==> config.mk <==
export PLATFORM = sky130hd
export DESIGN_NAME = fdf_field_controller_flat
export DESIGN_NICKNAME = d
export VERILOG_FILES = /design/src/pkg/fdf_pkg.sv /design/src/pkg/fdf_link_if.sv /design/src/rtl/fdf_field_controller.sv /design/src/flat_wrapper.sv
export SDC_FILE = /design/constraint.sdc
export NUM_CORES = 1
export LEC_CHECK = 0
export BUFFER_PORTS_ARGS = -buffer_cell sky130_fd_sc_hd__buf_4
export CORE_MARGIN = 1.5
export CORE_UTILIZATION = 55
export DETAILED_ROUTE_END_ITERATION = 10
export HOLD_SLACK_MARGIN = 0.02
export PLACE_DENSITY = 0.81
export SETUP_SLACK_MARGIN = 0.02
export SYNTH_ARGS = -nofsm -noshare
export SYNTH_HDL_FRONTEND = slang
export SYNTH_SLANG_ARGS = --single-unit
==> constraint.sdc <==
create_clock -name mclk -period 2.7 [get_ports mclk]
set_input_delay 0.135 -clock mclk [delete_from_list [all_inputs] [get_ports mclk]]
set_output_delay 0.135 -clock mclk [all_outputs]
set_load 0.01 [all_outputs]
==> src/pkg/fdf_pkg.sv <==
package fdf_pkg;

    // Storage geometry
    localparam int              FDF_DATA_W        = 12;
    localparam int              FDF_ADDR_W        = 19;
    localparam int              FDF_DEPTH         = 262214;
    localparam logic [18:0]     FDF_ADDR_LAST     = 19'h4_0045;
    localparam logic [18:0]     FDF_FIELD_MAX     = 19'h4_0046;
    localparam int              FDF_LINE_DEPTH    = 256;
    localparam int              FDF_LINE_ADDR_W   = 8;

    // Controller sequencing counts
    localparam logic [7:0]      FDF_MIN_ACTIVE    = 8'h96;
    localparam logic [6:0]      FDF_DUMMY_LAST    = 7'h4F;
    localparam logic [1:0]      FDF_RESET_LOW_MIN = 2'h2;

    // Serial clock made by the controller: four mclk per period
    localparam logic [1:0]      FDF_PHASE_LAST    = 2'h3;

    // Internal refresh slot, one mclk in every 64
    localparam logic [5:0]      FDF_REFRESH_LAST  = 6'h3F;

    localparam logic [11:0]     FDF_WORD_ZERO     = 12'h000;
    localparam logic [18:0]     FDF_ADDR_ZERO     = 19'h0_0000;

    typedef enum logic [1:0] {
        FDF_ST_DUMMY = 2'b00,
        FDF_ST_RESET = 2'b01,
        FDF_ST_RUN   = 2'b11
    } fdf_ctrl_state_t;

endpackage : fdf_pkg

==> src/pkg/fdf_link_if.sv <==
`timescale 1ns/1ps

interface fdf_link_if;
    import fdf_pkg::*;

    logic                  serialWriteClock;
    logic                  writePointerReset;
    logic                  writeAdvanceEnable;
    logic                  writeMaskEnable;
    logic [FDF_DATA_W-1:0] inputDataWord;
    logic                  serialReadClock;
    logic                  readPointerReset;
    logic                  readAdvanceEnable;
    logic                  outputEnable;
    logic [FDF_DATA_W-1:0] outputDataWord;
    logic                  outputDataWordOeN;

    modport device_mp (
        input  serialWriteClock,
        input  writePointerReset,
        input  writeAdvanceEnable,
        input  writeMaskEnable,
        input  inputDataWord,
        input  serialReadClock,
        input  readPointerReset,
        input  readAdvanceEnable,
        input  outputEnable,
        output outputDataWord,
        output outputDataWordOeN
    );

    modport ctrl_mp (
        output serialWriteClock,
        output writePointerReset,
        output writeAdvanceEnable,
        output writeMaskEnable,
        output inputDataWord,
        output serialReadClock,
        output readPointerReset,
        output readAdvanceEnable,
        output outputEnable,
        input  outputDataWord,
        input  outputDataWordOeN
    );

endinterface : fdf_link_if

==> src/rtl/fdf_field_controller.sv <==
`timescale 1ns/1ps

module fdf_field_controller
    import fdf_pkg::*;
(
    input  wire logic                  mclk,
    input  wire logic                  rst,
    fdf_link_if.ctrl_mp                link,
    input  wire logic [FDF_DATA_W-1:0] inputWord,
    input  wire logic                  inputValid,
    input  wire logic                  inputMask,
    input  wire logic                  fieldEnd,
    input  wire logic                  readEnable,
    input  wire logic                  readRestart,
    output logic                       inputReady,
    output logic [FDF_DATA_W-1:0]      readWord,
    output logic                       readValid,
    output logic                       initDone
);

    fdf_ctrl_state_t       state_reg;
    fdf_ctrl_state_t       state_next;
    logic [1:0]            phase_reg;
    logic [1:0]            phase_next;
    logic [6:0]            dummyCnt_reg;
    logic [6:0]            dummyCnt_next;
    logic [7:0]            activeCnt_reg;
    logic [7:0]            activeCnt_next;
    logic [18:0]           fieldCnt_reg;
    logic [18:0]           fieldCnt_next;
    logic [1:0]            wLow_reg;
    logic [1:0]            wLow_next;
    logic [1:0]            rLow_reg;
    logic [1:0]            rLow_next;
    logic                  sclk_reg;
    logic                  sclk_next;
    logic                  wRst_reg;
    logic                  wRst_next;
    logic                  wAdv_reg;
    logic                  wAdv_next;
    logic                  wMask_reg;
    logic                  wMask_next;
    logic [FDF_DATA_W-1:0] wData_reg;
    logic [FDF_DATA_W-1:0] wData_next;
    logic                  rRst_reg;
    logic                  rRst_next;
    logic                  rAdv_reg;
    logic                  rAdv_next;
    logic                  oe_reg;
    logic                  oe_next;
    logic                  ready_reg;
    logic                  ready_next;
    logic [FDF_DATA_W-1:0] rWord_reg;
    logic [FDF_DATA_W-1:0] rWord_next;
    logic                  rValid_reg;
    logic                  rValid_next;
    logic                  slot;
    logic                  endField;

    assign link.serialWriteClock   = sclk_reg;
    assign link.serialReadClock    = sclk_reg;
    assign link.writePointerReset  = wRst_reg;
    assign link.writeAdvanceEnable = wAdv_reg;
    assign link.writeMaskEnable    = wMask_reg;
    assign link.inputDataWord      = wData_reg;
    assign link.readPointerReset   = rRst_reg;
    assign link.readAdvanceEnable  = rAdv_reg;
    assign link.outputEnable       = oe_reg;
    assign inputReady              = ready_reg;
    assign readWord                = rWord_reg;
    assign readValid               = rValid_reg;
    // Run is the only state with bit 1 set
    assign initDone                = state_reg[1];

    always_comb
    begin
        phase_next     = phase_reg + 2'h1;
        slot           = (phase_reg == FDF_PHASE_LAST);
        sclk_next      = phase_next[1];
        state_next     = state_reg;
        dummyCnt_next  = dummyCnt_reg;
        activeCnt_next = activeCnt_reg;
        fieldCnt_next  = fieldCnt_reg;
        wLow_next      = wLow_reg;
        rLow_next      = rLow_reg;
        wRst_next      = wRst_reg;
        wAdv_next      = wAdv_reg;
        wMask_next     = wMask_reg;
        wData_next     = wData_reg;
        rRst_next      = rRst_reg;
        rAdv_next      = rAdv_reg;
        oe_next        = oe_reg;
        ready_next     = 1'b0;
        rWord_next     = rWord_reg;
        rValid_next    = 1'b0;
        endField       = 1'b0;
        if (slot)
        begin
            if (rAdv_reg && !link.outputDataWordOeN)
            begin
                rWord_next  = link.outputDataWord;
                rValid_next = 1'b1;
            end
            wLow_next = (wRst_reg || wLow_reg == FDF_RESET_LOW_MIN) ? wLow_reg : wLow_reg + 2'h1;
            rLow_next = (rRst_reg || rLow_reg == FDF_RESET_LOW_MIN) ? rLow_reg : rLow_reg + 2'h1;
            if (wRst_reg)
            begin
                wLow_next = 2'h0;
            end
            if (rRst_reg)
            begin
                rLow_next = 2'h0;
            end
            case (state_reg)
                FDF_ST_DUMMY:
                begin
                    dummyCnt_next = dummyCnt_reg + 7'h01;
                    if (dummyCnt_reg == FDF_DUMMY_LAST)
                    begin
                        state_next = FDF_ST_RESET;
                    end
                end
                FDF_ST_RESET:
                begin
                    wRst_next      = 1'b1;
                    rRst_next      = 1'b1;
                    activeCnt_next = 8'h00;
                    fieldCnt_next  = FDF_ADDR_ZERO;
                    oe_next        = 1'b1;
                    state_next     = FDF_ST_RUN;
                end
                FDF_ST_RUN:
                begin
                    endField = (fieldEnd && activeCnt_reg == FDF_MIN_ACTIVE)
                        || (fieldCnt_reg == FDF_FIELD_MAX);
                    if (endField && !wRst_reg && wLow_next == FDF_RESET_LOW_MIN)
                    begin
                        wRst_next      = 1'b1;
                        wAdv_next      = 1'b0;
                        activeCnt_next = 8'h00;
                        fieldCnt_next  = FDF_ADDR_ZERO;
                    end
                    else
                    begin
                        wRst_next  = 1'b0;
                        wAdv_next  = inputValid && (fieldCnt_reg != FDF_FIELD_MAX);
                        wMask_next = inputMask;
                        wData_next = inputWord;
                        ready_next = wAdv_next;
                        if (wAdv_next)
                        begin
                            fieldCnt_next = fieldCnt_reg + 19'h0_0001;
                            if (activeCnt_reg != FDF_MIN_ACTIVE)
                            begin
                                activeCnt_next = activeCnt_reg + 8'h01;
                            end
                        end
                    end
                    rRst_next = readRestart && !rRst_reg && rLow_next == FDF_RESET_LOW_MIN;
                    rAdv_next = readEnable && !rRst_next;
                end
                default:
                begin
                    state_next = FDF_ST_DUMMY;
                end
            endcase
        end
    end

    always_ff @(posedge mclk or posedge rst)
    begin
        if (rst)
        begin
            state_reg     <= FDF_ST_DUMMY;
            phase_reg     <= 2'h0;
            dummyCnt_reg  <= 7'h00;
            activeCnt_reg <= 8'h00;
            fieldCnt_reg  <= FDF_ADDR_ZERO;
            wLow_reg      <= 2'h0;
            rLow_reg      <= 2'h0;
            sclk_reg      <= 1'b0;
            wRst_reg      <= 1'b0;
            wAdv_reg      <= 1'b0;
            wMask_reg     <= 1'b0;
            wData_reg     <= FDF_WORD_ZERO;
            rRst_reg      <= 1'b0;
            rAdv_reg      <= 1'b0;
            oe_reg        <= 1'b0;
            ready_reg     <= 1'b0;
            rWord_reg     <= FDF_WORD_ZERO;
            rValid_reg    <= 1'b0;
        end
        else
        begin
            state_reg     <= state_next;
            phase_reg     <= phase_next;
            dummyCnt_reg  <= dummyCnt_next;
            activeCnt_reg <= activeCnt_next;
            fieldCnt_reg  <= fieldCnt_next;
            wLow_reg      <= wLow_next;
            rLow_reg      <= rLow_next;
            sclk_reg      <= sclk_next;
            wRst_reg      <= wRst_next;
            wAdv_reg      <= wAdv_next;
            wMask_reg     <= wMask_next;
            wData_reg     <= wData_next;
            rRst_reg      <= rRst_next;
            rAdv_reg      <= rAdv_next;
            oe_reg        <= oe_next;
            ready_reg     <= ready_next;
            rWord_reg     <= rWord_next;
            rValid_reg    <= rValid_next;
        end
    end

endmodule : fdf_field_controller

==> src/flat_wrapper.sv <==
// flat-port wrapper written by rule: the top's interface ports become plain ports
module fdf_field_controller_flat import fdf_pkg::*;
  (mclk, rst, inputWord, inputValid, inputMask, fieldEnd, readEnable, readRestart, inputReady, readWord, readValid, initDone, link_serialWriteClock, link_writePointerReset, link_writeAdvanceEnable, link_writeMaskEnable, link_inputDataWord, link_serialReadClock, link_readPointerReset, link_readAdvanceEnable, link_outputEnable, link_outputDataWord, link_outputDataWordOeN);
  fdf_link_if link_i ();
  input  wire logic mclk;
  input  wire logic rst;
  input  wire logic [FDF_DATA_W-1:0] inputWord;
  input  wire logic inputValid;
  input  wire logic inputMask;
  input  wire logic fieldEnd;
  input  wire logic readEnable;
  input  wire logic readRestart;
  output logic inputReady;
  output logic [FDF_DATA_W-1:0] readWord;
  output logic readValid;
  output logic initDone;
  output wire logic [$bits(link_i.serialWriteClock)-1:0] link_serialWriteClock;
  output wire logic [$bits(link_i.writePointerReset)-1:0] link_writePointerReset;
  output wire logic [$bits(link_i.writeAdvanceEnable)-1:0] link_writeAdvanceEnable;
  output wire logic [$bits(link_i.writeMaskEnable)-1:0] link_writeMaskEnable;
  output wire logic [$bits(link_i.inputDataWord)-1:0] link_inputDataWord;
  output wire logic [$bits(link_i.serialReadClock)-1:0] link_serialReadClock;
  output wire logic [$bits(link_i.readPointerReset)-1:0] link_readPointerReset;
  output wire logic [$bits(link_i.readAdvanceEnable)-1:0] link_readAdvanceEnable;
  output wire logic [$bits(link_i.outputEnable)-1:0] link_outputEnable;
  input wire logic [$bits(link_i.outputDataWord)-1:0] link_outputDataWord;
  input wire logic [$bits(link_i.outputDataWordOeN)-1:0] link_outputDataWordOeN;
  assign link_serialWriteClock = link_i.serialWriteClock;
  assign link_writePointerReset = link_i.writePointerReset;
  assign link_writeAdvanceEnable = link_i.writeAdvanceEnable;
  assign link_writeMaskEnable = link_i.writeMaskEnable;
  assign link_inputDataWord = link_i.inputDataWord;
  assign link_serialReadClock = link_i.serialReadClock;
  assign link_readPointerReset = link_i.readPointerReset;
  assign link_readAdvanceEnable = link_i.readAdvanceEnable;
  assign link_outputEnable = link_i.outputEnable;
  assign link_i.outputDataWord = link_outputDataWord;
  assign link_i.outputDataWordOeN = link_outputDataWordOeN;
  fdf_field_controller u_core (.mclk(mclk), .rst(rst), .link(link_i), .inputWord(inputWord), .inputValid(inputValid), .inputMask(inputMask), .fieldEnd(fieldEnd), .readEnable(readEnable), .readRestart(readRestart), .inputReady(inputReady), .readWord(readWord), .readValid(readValid), .initDone(initDone));
endmodule
# Word level (Yosys, flattened, before mapping)
# Index checks and enable logic that the tools add are counted.
# W data, S select, Z words.
# classes
addsub	6
eq_ne	15
n_mux	23
bitwise	2
n_reduce_logical	26
# ops
operator	n
$mux W19	2
$pmux W19 S2	1
$mux W8	3
$add A19 B1 Y19 const B	1
$eq A19 B19 Y1 const B	1
$ne A19 B19 Y1 const B	1
$pmux W8 S2	1
$mux W2	7
$eq A2 B2 Y1 const B	6
$reduce_and A2 Y1	5
$reduce_and A3 Y1	3
$add A8 B1 Y8 const B	1
$eq A8 B8 Y1 const B	1
$logic_and A1 B1 Y1	8
$ne A8 B8 Y1 const B	1
$add A7 B1 Y7 const B	1
$eq A7 B7 Y1 const B	1
$add A2 B1 Y2 const B	3
$mux W1	6
$ne A3 B1 Y1 const B	2
$pmux W2 S3	1
$logic_not A1 Y1	4
$pmux W1 S2	2
$reduce_and A4 Y1	1
other kinds (6)	9
# word_totals
reg_bits	75
in_bits	32
output_inout_bits	35
wordCells	90

# Logic depth before layout (Yosys ltp)
# Gate-level depths: netlist (run 1).
# depth
ltp_word	10
mapped_depth	8

# Worst setup path after synthesis (run 1)
# No wires, ideal clock.
# synth_timing
path_kind	register -> register
start	reg u_core.wLow_reg[0]
end	reg u_core.wData_reg[10], in the netlist u_core.link.inputDataWord[10]
arrival_time_ns	2.174
slack_ns	0.400
stages_incl_launch_ff	9
n_path_buf	1
synth_period_minus_slack_ns	2.300
path_cell_list	dfrtp_1 -> inv_1 -> ha_1 -> or4b_4 -> a211oi_4 -> a211o_4 -> nor2_4 -> buf_6 -> mux2_4
# synth_between
elab_chain_cells	9
# synth_lines
item	line	text
start: declaration	fdf_field_controller.sv:31	logic [1:0] wLow_reg;
start signal: assignment	fdf_field_controller.sv:200	wLow_reg <= wLow_next;
parallel branches: the longest is 2 deep, another holds $add A2 B1 Y2	--	
$mux W2 *	fdf_field_controller.sv:104	wLow_next = (wRst_reg || wLow_reg == FDF_RESET_LOW_MIN) ? wLow_reg : wLow_reg + 2'h1;
$mux W2 *	fdf_field_controller.sv:106	if (wRst_reg)
$mux W2 *	fdf_field_controller.sv:97	if (slot)
$eq A2 B2 Y1 *	fdf_field_controller.sv:136	if (endField && !wRst_reg && wLow_next == FDF_RESET_LOW_MIN)
$logic_and A1 B1 Y1 *	fdf_field_controller.sv:136	
$not A1 Y1 (no source line) *	--	
$reduce_and A3 Y1 (no source line) *	--	
end signal: assignment	fdf_field_controller.sv:206	wData_reg <= wData_next;
end: declaration	fdf_field_controller.sv:43	logic [FDF_DATA_W-1:0] wData_reg;
# Mark *: on every way between the ends. The select of a mux whose other input is x is not followed.
# A chain may end at the register's enable or synchronous reset.

# Final worst setup path (run 1)
# layout_timing
start	reg u_core.fieldCnt_reg[0]
end	reg u_core.wData_reg[0], in the netlist u_core.link.inputDataWord[0]
# layout_between
elab_chain_cells	6
# layout_lines
item	line	text
start: declaration	fdf_field_controller.sv:29	logic [18:0] fieldCnt_reg;
start signal: assignment	fdf_field_controller.sv:199	fieldCnt_reg <= fieldCnt_next;
$eq A19 B19 Y1	fdf_field_controller.sv:135	|| (fieldCnt_reg == FDF_FIELD_MAX);
$logic_or A1 B1 Y1	fdf_field_controller.sv:135	
$logic_and A1 B1 Y1 (2 in series)	fdf_field_controller.sv:136	
$not A1 Y1 (no source line)	--	
$reduce_and A3 Y1 (no source line)	--	
# Every way passes these cells.

==> results.cfg, run 1 <==
[pwr]
seqPwrFrac = 0.546
swShare = 0.255
power.net_switching_uw = 536
power.static_leakage_uw = 0.00221
p_total_uw = 2100
peakVddDrop_mv = 0.422
p_clk_frac = 0.363
combinationalPowerShare = 0.090
p_per_area_nw_per_um2 = 432
power.internal_uw = 1570

[flow_run]
max_cap_violations = 0

[grt]
overflow = 0
antenna_found_initial = 0
grt_first_pass_wirelength_mm = 15.8
grt_max_degree = 36
grt_usage = 0.273
grt_pass1_vias = 3223

[route]
dr.pass1.iters = 5
routed_wl_mm = 9.54
vias = 3308
drc = 0
drtIter0Drc = 320
wl_per_cell_um = 17.3
viasPerCell = 5.99
antenna_left = 0

[worst_setup_path]
critPathRequiredTime_ns = 2.95
cp_num_buf_inv = 2
worstSetupStartpointType = flip-flop
path_max_fanout = 15
timing.critical_path.from = u_core.fieldCnt_reg[0]
r2r-start = u_core.fieldCnt_reg[0]
crit_path_top_delay_cell = nor2_4
cp_slowest_stage_delay_ns = 0.42
crit_arrival_ns = 2.73
crit_chain = inv_1 > ha_1 > nor4bb_1 > and3_1 > buf_4 > a211o_4 > nor2_4 > mux2_2
path_class = reg -> reg
cp_top_family = simple AND/OR/NAND/NOR gates
end_kind = flip-flop

[clock_network]
cts-root-buf = clkbuf_8
cts_buffers = 9
insertion_delay_ns = 0.36
cts_max_path_buffers = 2
cts_tree = done
clk_pin_slew_ns = 0.08
cts.sinks = 74
cts-htree-levels = 3

[sta]
post-route-period-util = 0.920
rsz0062_at_grt = false
skew_ns = 0.0167
min_period_ns = 2.48
finalHoldViolCount = 0
slew_viol_final = 0
setup_violations = 0
slew_headroom = 0.572
finalSetupTns_ns = 0
fin_worst_hold_slack_ns = 0.0198
max_slew.worst_pin.slew_ns = 0.626
fmax_ghz = 0.403

[layout]
final_util = 0.721
antenna_cells = 0
syn_to_final_growth_pct = 27.1
layout_common_cells = buf_4 (77), dfrtp_1 (74), nand2_1 (63)
mostFrequentLayoutCell = buf_4
nNetsFinal = 507
layout-drive-gt1-share = 0.271
largest_reg_flops = 19
stdcell_count = 552

[logic_synthesis]
synth.cell_area_um2 = 3830
syn_area_per_cell_um2 = 10.4
synth_ff_type = dfrtp_1
ys_ff_latch = 74
ys_seq_area_frac = 0.483
yosysUniqueCellTypes = 61
yosysWarnings = 0
synth_edf_count = 0
syn-num-nets = 408
synth_cells = 368
synthArstFlopShare = 1.00

[min_path]
min-delay-path-class = in -> reg
min_from = readEnable

[floorplan]
core.rowCount = 30
dieArea_um2 = 7480
die_y_um = 86.5
num_io_pins = 67
die_w_um = 86.5
coreArea_um2 = 6760
start_util = 0.567

[outcome]
status = finished, final reports clean

[place]
gp_congestion = 0.967
hpwl_mm = 6.07
dp_cells = 510
io_buffers = 66
[synth_stat cells (2+ instances only)]
library cell / n / area share
nor2b_1: 2 / 0.0033
dfrtp_1: 74 / 0.48
a41oi_1: 9 / 0.021
xnor2_1: 4 / 0.0091
o41ai_1: 2 / 0.0046
nand3_1: 20 / 0.026
nor4bb_1: 2 / 0.0052
inv_1: 19 / 0.019
nor4_1: 4 / 0.0065
nor2_1: 12 / 0.012
a31oi_4: 5 / 0.028
ha_1: 8 / 0.026
and4_1: 4 / 0.0091
and3_1: 8 / 0.013
buf_6: 4 / 0.012
o211ai_1: 4 / 0.0078
a31oi_1: 15 / 0.024
and2_1: 7 / 0.011
clkbuf_1: 9 / 0.0088
o31ai_1: 3 / 0.0059
o221ai_1: 2 / 0.0046
mux2_2: 6 / 0.018
o22ai_1: 6 / 0.0098
xor2_1: 3 / 0.0069
nor3_1: 5 / 0.0065
nand3b_1: 5 / 0.0098
a21oi_1: 9 / 0.012
o21ai_0: 8 / 0.010
a21o_1: 4 / 0.0078
mux2_4: 8 / 0.031
nand2_1: 63 / 0.062
nand4_1: 5 / 0.0082
[kinds of logic (layout without fill, tap and decap cells)]
family / Yosys count / in the layout / share of synthesized area
compound gates: 83 / 83 / 0.184
flops: 74 / 74 / 0.483
buf+inv: 35 / 139 / 0.0434
simple gates: 146 / 146 / 0.195
fa+ha+maj: 8 / 8 / 0.0261
mux: 15 / 15 / 0.0516
xor+xnor: 7 / 7 / 0.0160
[path summary, 6_finish.rpt]
kind	to	slack, ns	cells after the start
setup / recovery	u_core.link.inputDataWord[0]	0.22	8
hold / removal	u_core.link.readAdvanceEnable	0.02	3
setup reg to reg	u_core.link.inputDataWord[0]	0.22	8
hold reg to reg	u_core.phase_reg[0]	0.46	1
max in group asynchronous	u_core.dummyCnt_reg[6]	1.76	4
min in group asynchronous	u_core.link.inputDataWord[10]	0.24	3
[cell type report]
cell class / instances / area [um2]
Sequential cell: 74 / 1850
Tap cell: 80 / 100
Inverter: 19 / 71.3
Fill cell: 445 / 1880
Clock inverter: 7 / 43.8
Clock buffer: 9 / 124
Timing Repair Buffer: 104 / 858
Multi-Input combinational cell: 259 / 1820
[timing repair]
item | 4_1_cts | 5_1_grt
endpoints found under the setup margin | 0 | 8
gates resized for setup | 0 | 1
setup buffers | 0 | 0
hold buffers | 26 | 0
hold endpoints to repair | 33 | 0
[metrics by stage]
stage	cell area, um2	setup slack (ns)
final	4870	0.217
after detailed placement	4440	0.128
after CTS	4870	0.128
after floorplan	3830	0.400
after global placement	4440	0.270
after global routing	4870	0.110
[tightest hold or removal path, stage by stage]
cell and delay (ns):
buf_4 0.11, nand2_1 0.04, o21ai_0 0.06
[power groups by stage]
| stage | logic, uW | clock network (uW) | registers (uW) |
|---|---|---|---|
| floorplan | 50.7 | 0 | 1180 |
| global placement | 154 | 0 | 1170 |
| detailed placement | 157 | 0 | 1170 |
| CTS | 188 | 763 | 1150 |
| global route | 206 | 816 | 1150 |
| finish | 190 | 765 | 1150 |
[routing by layer]
metal | GRT usage | part of all wire
met5 | 0 | 0
met1 | 0.367 | 0.43
met2 | 0.445 | 0.51
met4 | 0.107 | 0.020
met3 | 0.0448 | 0.041
Note: power is estimated with default switching activity, not from simulation.
==> run 2: changes to the inputs <==
--- a/config.mk
+++ b/config.mk
@@ -5,11 +5,14 @@
 export SDC_FILE = /design/constraint.sdc
 export NUM_CORES = 1
 export LEC_CHECK = 0
+export ABC_CLOCK_PERIOD_IN_PS = 2700
 export BUFFER_PORTS_ARGS = -buffer_cell sky130_fd_sc_hd__buf_4
 export CORE_MARGIN = 1.5
 export CORE_UTILIZATION = 55
 export DETAILED_ROUTE_END_ITERATION = 10
+export GPL_TIMING_DRIVEN = 0
 export HOLD_SLACK_MARGIN = 0.02
+export MAX_ROUTING_LAYER = met4
 export PLACE_DENSITY = 0.81
 export SETUP_SLACK_MARGIN = 0.02
 export SYNTH_ARGS = -nofsm -noshare
==> results.cfg, run 2 (synthesis results as in run 1) <==
[outcome]
status = finished, final reports clean

[layout]
layout_common_cells = dfrtp_1 (74), buf_4 (70), nand2_1 (63)
largest_reg_flops = 19
nNetsFinal = 515
layout-drive-gt1-share = 0.260
syn_to_final_growth_pct = 29.1
final_area_um2 = 4950
final_util = 0.733
mostFrequentLayoutCell = dfrtp_1

[floorplan]
start_util = 0.567
die_y_um = 86.5
num_io_pins = 67
core.rowCount = 30
dieArea_um2 = 7480
coreArea_um2 = 6760
die_w_um = 86.5

[sta]
max_slew.worst_pin.slew_ns = 0.898
min_period_ns = 2.57
skew_ns = 0.0103
fmax_ghz = 0.390
finalHoldViolCount = 0
slew_viol_final = 0
finalSetupTns_ns = 0
post-route-period-util = 0.951
rsz0062_at_grt = false
setup_violations = 0
slew_headroom = 0.401
setup_ws_ns = 0.133

[clock_network]
clk_pin_slew_ns = 0.09
cts-root-buf = clkbuf_8
insertion_delay_ns = 0.37
cts-htree-levels = 3
cts_tree = done
cts_max_path_buffers = 2
cts_buffers = 9
cts.sinks = 74

[min_path]
holdPathStages = 3
min_to = u_core.link.readPointerReset
min-delay-path-class = in -> reg
min_from = readRestart

[worst_setup_path]
r2r-start = u_core.wLow_reg[0]
critPathRequiredTime_ns = 2.94
crit_arrival_ns = 2.80
reg2reg_slack_ns = 0.13
end_kind = flip-flop
worstReg2RegEnd = u_core.activeCnt_reg[6]
worstSetupStartpointType = flip-flop
timing.critical_path.from = u_core.wLow_reg[0]
r2r_cells = 8
path_max_fanout = 10
path_class = reg -> reg

[route]
drtIter0Drc = 344
antenna_left = 0
viasPerCell = 6.11
dr.pass1.iters = 5
routed_wl_mm = 10.3
vias = 3426
drc = 0
wl_per_cell_um = 18.3

[pwr]
p_clk_frac = 0.400
p_total_uw = 2230
swShare = 0.251
power.internal_uw = 1670
seqPwrFrac = 0.514
power.static_leakage_uw = 0.00224
peakVddDrop_mv = 0.354
combinationalPowerShare = 0.086
power.net_switching_uw = 559
p_per_area_nw_per_um2 = 451

[place]
hpwl_mm = 6.45
gp_congestion = 0.921
io_buffers = 66
dp_slack_ns = 0.153
place_area_um2 = 4430

[grt]
grt_pass1_vias = 3545
overflow = 0
grt_first_pass_wirelength_mm = 16.7
grt_max_degree = 75
antenna_found_initial = 0
grt_usage = 0.301

[flow_run]
max_cap_violations = 0
==> run 2: routing by layer <==
| layer | routed length (um) | up-vias | track usage |
|---|---|---|---|
| li1 | - | 1567 | - |
| met1 | 3960 | 1683 | 0.340 |
| met3 | 689 | 27 | 0.0810 |
| met4 | 241 | 0 | 0.139 |
| met5 | 0 | - | - |
| met2 | 5370 | 149 | 0.499 |
==> run 2: worst max-delay path, cell delays in order, from the launching register on <==
cell and delay [ns]:
dfrtp_1 0.38, inv_1 0.07, ha_1 0.28, or4b_4 0.62, a211oi_4 0.28, a211oi_1 0.19
buf_6 0.19, a221oi_2 0.29, o31ai_1 0.15
==> run 2: power groups by stage <==
| stage | logic (uW) | clock network [uW] | registers, uW |
|---|---|---|---|
| 2_1_floorplan | 50.7 | 0 | 1180 |
| 3_3_place_gp | 153 | 0 | 1170 |
| 3_5_place_dp | 157 | 0 | 1170 |
| 4_1_cts | 190 | 908 | 1150 |
| 5_1_grt | 207 | 945 | 1150 |
| 6_report | 191 | 892 | 1150 |
==> run 2: how the worst max path moves through the flow <==
stage,endpoint,slack [ns],depth (start not counted)
after floorplan,u_core.link.inputDataWord[10],0.40,8
after global placement,u_core.fieldCnt_reg[9],-0.18,2
after detailed placement,u_core.fieldCnt_reg[5],0.15,8
after CTS,u_core.fieldCnt_reg[5],0.11,8
after global routing,u_core.fieldCnt_reg[8],0.07,8
final,u_core.activeCnt_reg[6],0.13,8
==> run 2: per-stage QoR <==
step                std cells  hold slack [ns]
finish                    561            0.114
global route              560            0.138
CTS                       557           0.0997
detailed placement        514            0.330
global placement          514            0.325
floorplan                 368            0.240
==> run 2: final cells by class <==
class | count | area, um2
sequential | 74 | 1850
antenna | 1 | 2.50
fill | 454 | 1810
timing repair buffer | 96 | 788
multi-input combinational | 259 | 1830
clock buffer | 9 | 124
clock inverter | 7 | 77.6
inverter | 19 | 73.8
tap | 80 | 100
buffer | 16 | 101
==> run 2: repair_timing <==
item	4_1_cts	5_1_grt
endpoints found under the setup margin	0	22
setup buffers	0	3
hold buffers	27	0
endpoints found under the hold margin	100	0
resized for setup	0	7
==> run 3: changes to the inputs <==
--- a/config.mk
+++ b/config.mk
@@ -5,6 +5,7 @@
 export SDC_FILE = /design/constraint.sdc
 export NUM_CORES = 1
 export LEC_CHECK = 0
+export ABC_AREA = 1
 export ABC_CLOCK_PERIOD_IN_PS = 2700
 export BUFFER_PORTS_ARGS = -buffer_cell sky130_fd_sc_hd__buf_4
 export CORE_MARGIN = 1.5
==> results.cfg, run 3 <==
[logic_synthesis]
synth_edf_count = 0
synth.area.mux_share = 0
synth_ff_type = dfrtp_1
ys_seq_area_frac = 0.496
synth_cells = 465
synthArstFlopShare = 1.00
synth.most_common_cell = nand2_1
synth_top_family_by_area = simple AND/OR/NAND/NOR gates
yosysTopAreaCellShare = 0.496
synth.cell_area_um2 = 3730
ys_ff_latch = 74
synth_common_cells = nand2_1 (160), dfrtp_1 (74), inv_1 (43), nor2_1 (43), nand3_1 (38)
synthSimpleGateAreaFrac = 0.300
synth_compound_area_frac = 0.0456
synth_area_leaders = dfrtp_1 (50%), nand2_1 (16%), nand3_1 (5.1%), xor2_1 (4.5%), inv_1 (4.3%)
yosysWarnings = 0
synth_fa_ha_area_frac = 0.0268
yosysUniqueCellTypes = 27
syn-num-nets = 505
yosys.area.top_type = dfrtp_1
syn_area_per_cell_um2 = 8.02
synth_xor_area_frac = 0.0610

[pwr]
power.static_leakage_uw = 0.00257
power.internal_uw = 1720
p_per_area_nw_per_um2 = 461
combinationalPowerShare = 0.061
p_total_uw = 2210
peakVddDrop_mv = 0.291
seqPwrFrac = 0.512
p_clk_frac = 0.427
swShare = 0.221
power.net_switching_uw = 490

[worst_setup_path]
critPathRequiredTime_ns = 2.93
cp_top_family = simple AND/OR/NAND/NOR gates
cp_slowest_stage_delay_ns = 0.37
end_kind = flip-flop
path_max_fanout = 10
worstSetupStartpointType = flip-flop
path_class = reg -> reg
crit_path_top_delay_cell = dfrtp_1
crit_chain = inv_1 > ha_1 > o21ai_0 > nand2_1 > nor2_1 > nand2_2 > nand2_4 > buf_6 > nand2_4 > buf_6 > nand3_1 > nand2_1
crit_arrival_ns = 2.29
cp_num_buf_inv = 3

[sta]
slew_viol_final = 0
rsz0062_at_grt = false
slew_headroom = 0.414
min_period_ns = 2.06
max_slew.worst_pin.slew_ns = 0.879
finalHoldViolCount = 21
post-route-period-util = 0.761
finalSetupTns_ns = 0
fin_worst_hold_slack_ns = -0.0172
skew_ns = 0.0148
fmax_ghz = 0.486
setup_violations = 0

[route]
antenna_left = 0
drtIter0Drc = 219
viasPerCell = 5.15
vias = 3345
routed_wl_mm = 8.52
drc = 2
wl_per_cell_um = 13.1
dr.pass1.iters = 8

[grt]
grt_pass1_vias = 3356
grt_max_degree = 75
grt_first_pass_wirelength_mm = 14.9
antenna_found_initial = 0
overflow = 0
grt_usage = 0.266

[clock_network]
cts_buffers = 9
post_cts_buffers = 0
cts-root-buf = clkbuf_8
insertion_delay_ns = 0.35
cts.sinks = 74
cts_tree = done
clk_pin_slew_ns = 0.09
cts-htree-levels = 3
cts_max_path_buffers = 2

[floorplan]
core.rowCount = 29
start_util = 0.578
num_io_pins = 67
die_y_um = 85.4
dieArea_um2 = 7290
coreArea_um2 = 6460
die_w_um = 85.4

[layout]
mostFrequentLayoutCell = nand2_1
antenna_cells = 0
layout-drive-gt1-share = 0.173
largest_reg_flops = 19
syn_to_final_growth_pct = 28.5
nNetsFinal = 607
stdcell_count = 649
layout_common_cells = nand2_1 (160), dfrtp_1 (74), buf_4 (69)

[flow_run]
max_cap_violations = 0

[outcome]
violations = DRC, hold timing
status = finished, violations left

[place]
hpwl_mm = 5.57
dp_cells = 608
io_buffers = 66
gp_congestion = 0.801

[min_path]
min-delay-path-class = in -> async
[run 3: cell count changes after synthesis, sizes merged, moves of 8 or more]
cell and delta:
xor2 +16, o21ai +15, inv +25, nand3 +18, a31oi -21, nand2 +101
a21oi -8, mux2 -14, a41oi -9, nor2 +32
[run 3: repair_timing]
item	in CTS	in global routing
endpoints found under the hold margin	25	0
hold buffers	25	0
gates resized for setup	0	0
[run 3: path summary, 6_finish.rpt]
| path | start | endpoint | slack, ns | cells past startpoint |
|---|---|---|---|---|
| max | u_core.wLow_reg[0] | u_core.fieldCnt_reg[8] | 0.64 | 12 |
| min | rst | u_core.link.writePointerReset | -0.02 | 2 |
| max reg2reg | u_core.wLow_reg[0] | u_core.fieldCnt_reg[8] | 0.64 | 12 |
| min reg2reg | u_core.phase_reg[0] | u_core.phase_reg[0] | 0.43 | 1 |
| max in group asynchronous | rst | u_core.link.inputDataWord[0] | 2.15 | 2 |
| min in group mclk | readEnable | u_core.link.readAdvanceEnable | 0.03 | 3 |
[run 3: metrics by stage]
step / hold WS, ns / area (um2) / setup WS, ns / utilization
after floorplan: 0.252 / 3730 / 0.683 / -
after global placement: 0.336 / 4320 / -0.190 / 0.669
after detailed placement: 0.339 / 4330 / 0.730 / 0.670
after CTS: 0.0220 / 4790 / 0.686 / 0.742
after global routing: 0.0273 / 4790 / 0.437 / 0.742
final: -0.0172 / 4790 / 0.644 / 0.742
[run 3: layout make-up]
cell class                 count  area, um2
clock inverter                 6       91.3
sequential                    74       1850
fill                         463       1660
clock buffer                  10        128
multi-input combinational    332       1620
buffer                        14       91.3
inverter                      45        171
timing repair buffer          91        746
tap                           77       96.3
[run 3: logic make-up after synthesis]
family                   count (synthesis)
buffers and inverters                   59
AND/OR/NAND/NOR                        266
flip-flops                              74
XOR/XNOR                                26
AO/OA/AOI/OAI                           32
adder cells (fa/ha/maj)                  8
[run 3: power by group through the flow]
stage	sequential, uW	clock, uW	combinational, uW
CTS	1130	949	135
detailed placement	1150	0	106
global placement	1150	0	104
floorplan	1160	0	29.3
finish	1130	945	136
global route	1130	1000	150
[run 3: worst register-to-register path, stage by stage, from the launching register on]
cell and delay, ns:
dfrtp_1 0.37, inv_1 0.07, ha_1 0.29, o21ai_0 0.20, nand2_1 0.11, nor2_1 0.19, nand2_2 0.09, nand2_4 0.08
buf_6 0.15, nand2_4 0.10, buf_6 0.16, nand3_1 0.07, nand2_1 0.07
[run 3: routing by layer]
| metal | vias up | track usage | wire [um] |
|---|---|---|---|
| met3 | 14 | 0.0389 | 354 |
| met4 | 0 | 0.103 | 137 |
| met2 | 90 | 0.440 | 4210 |
| met5 | - | - | 0 |
| met1 | 1579 | 0.332 | 3820 |
| li1 | 1662 | - | - |
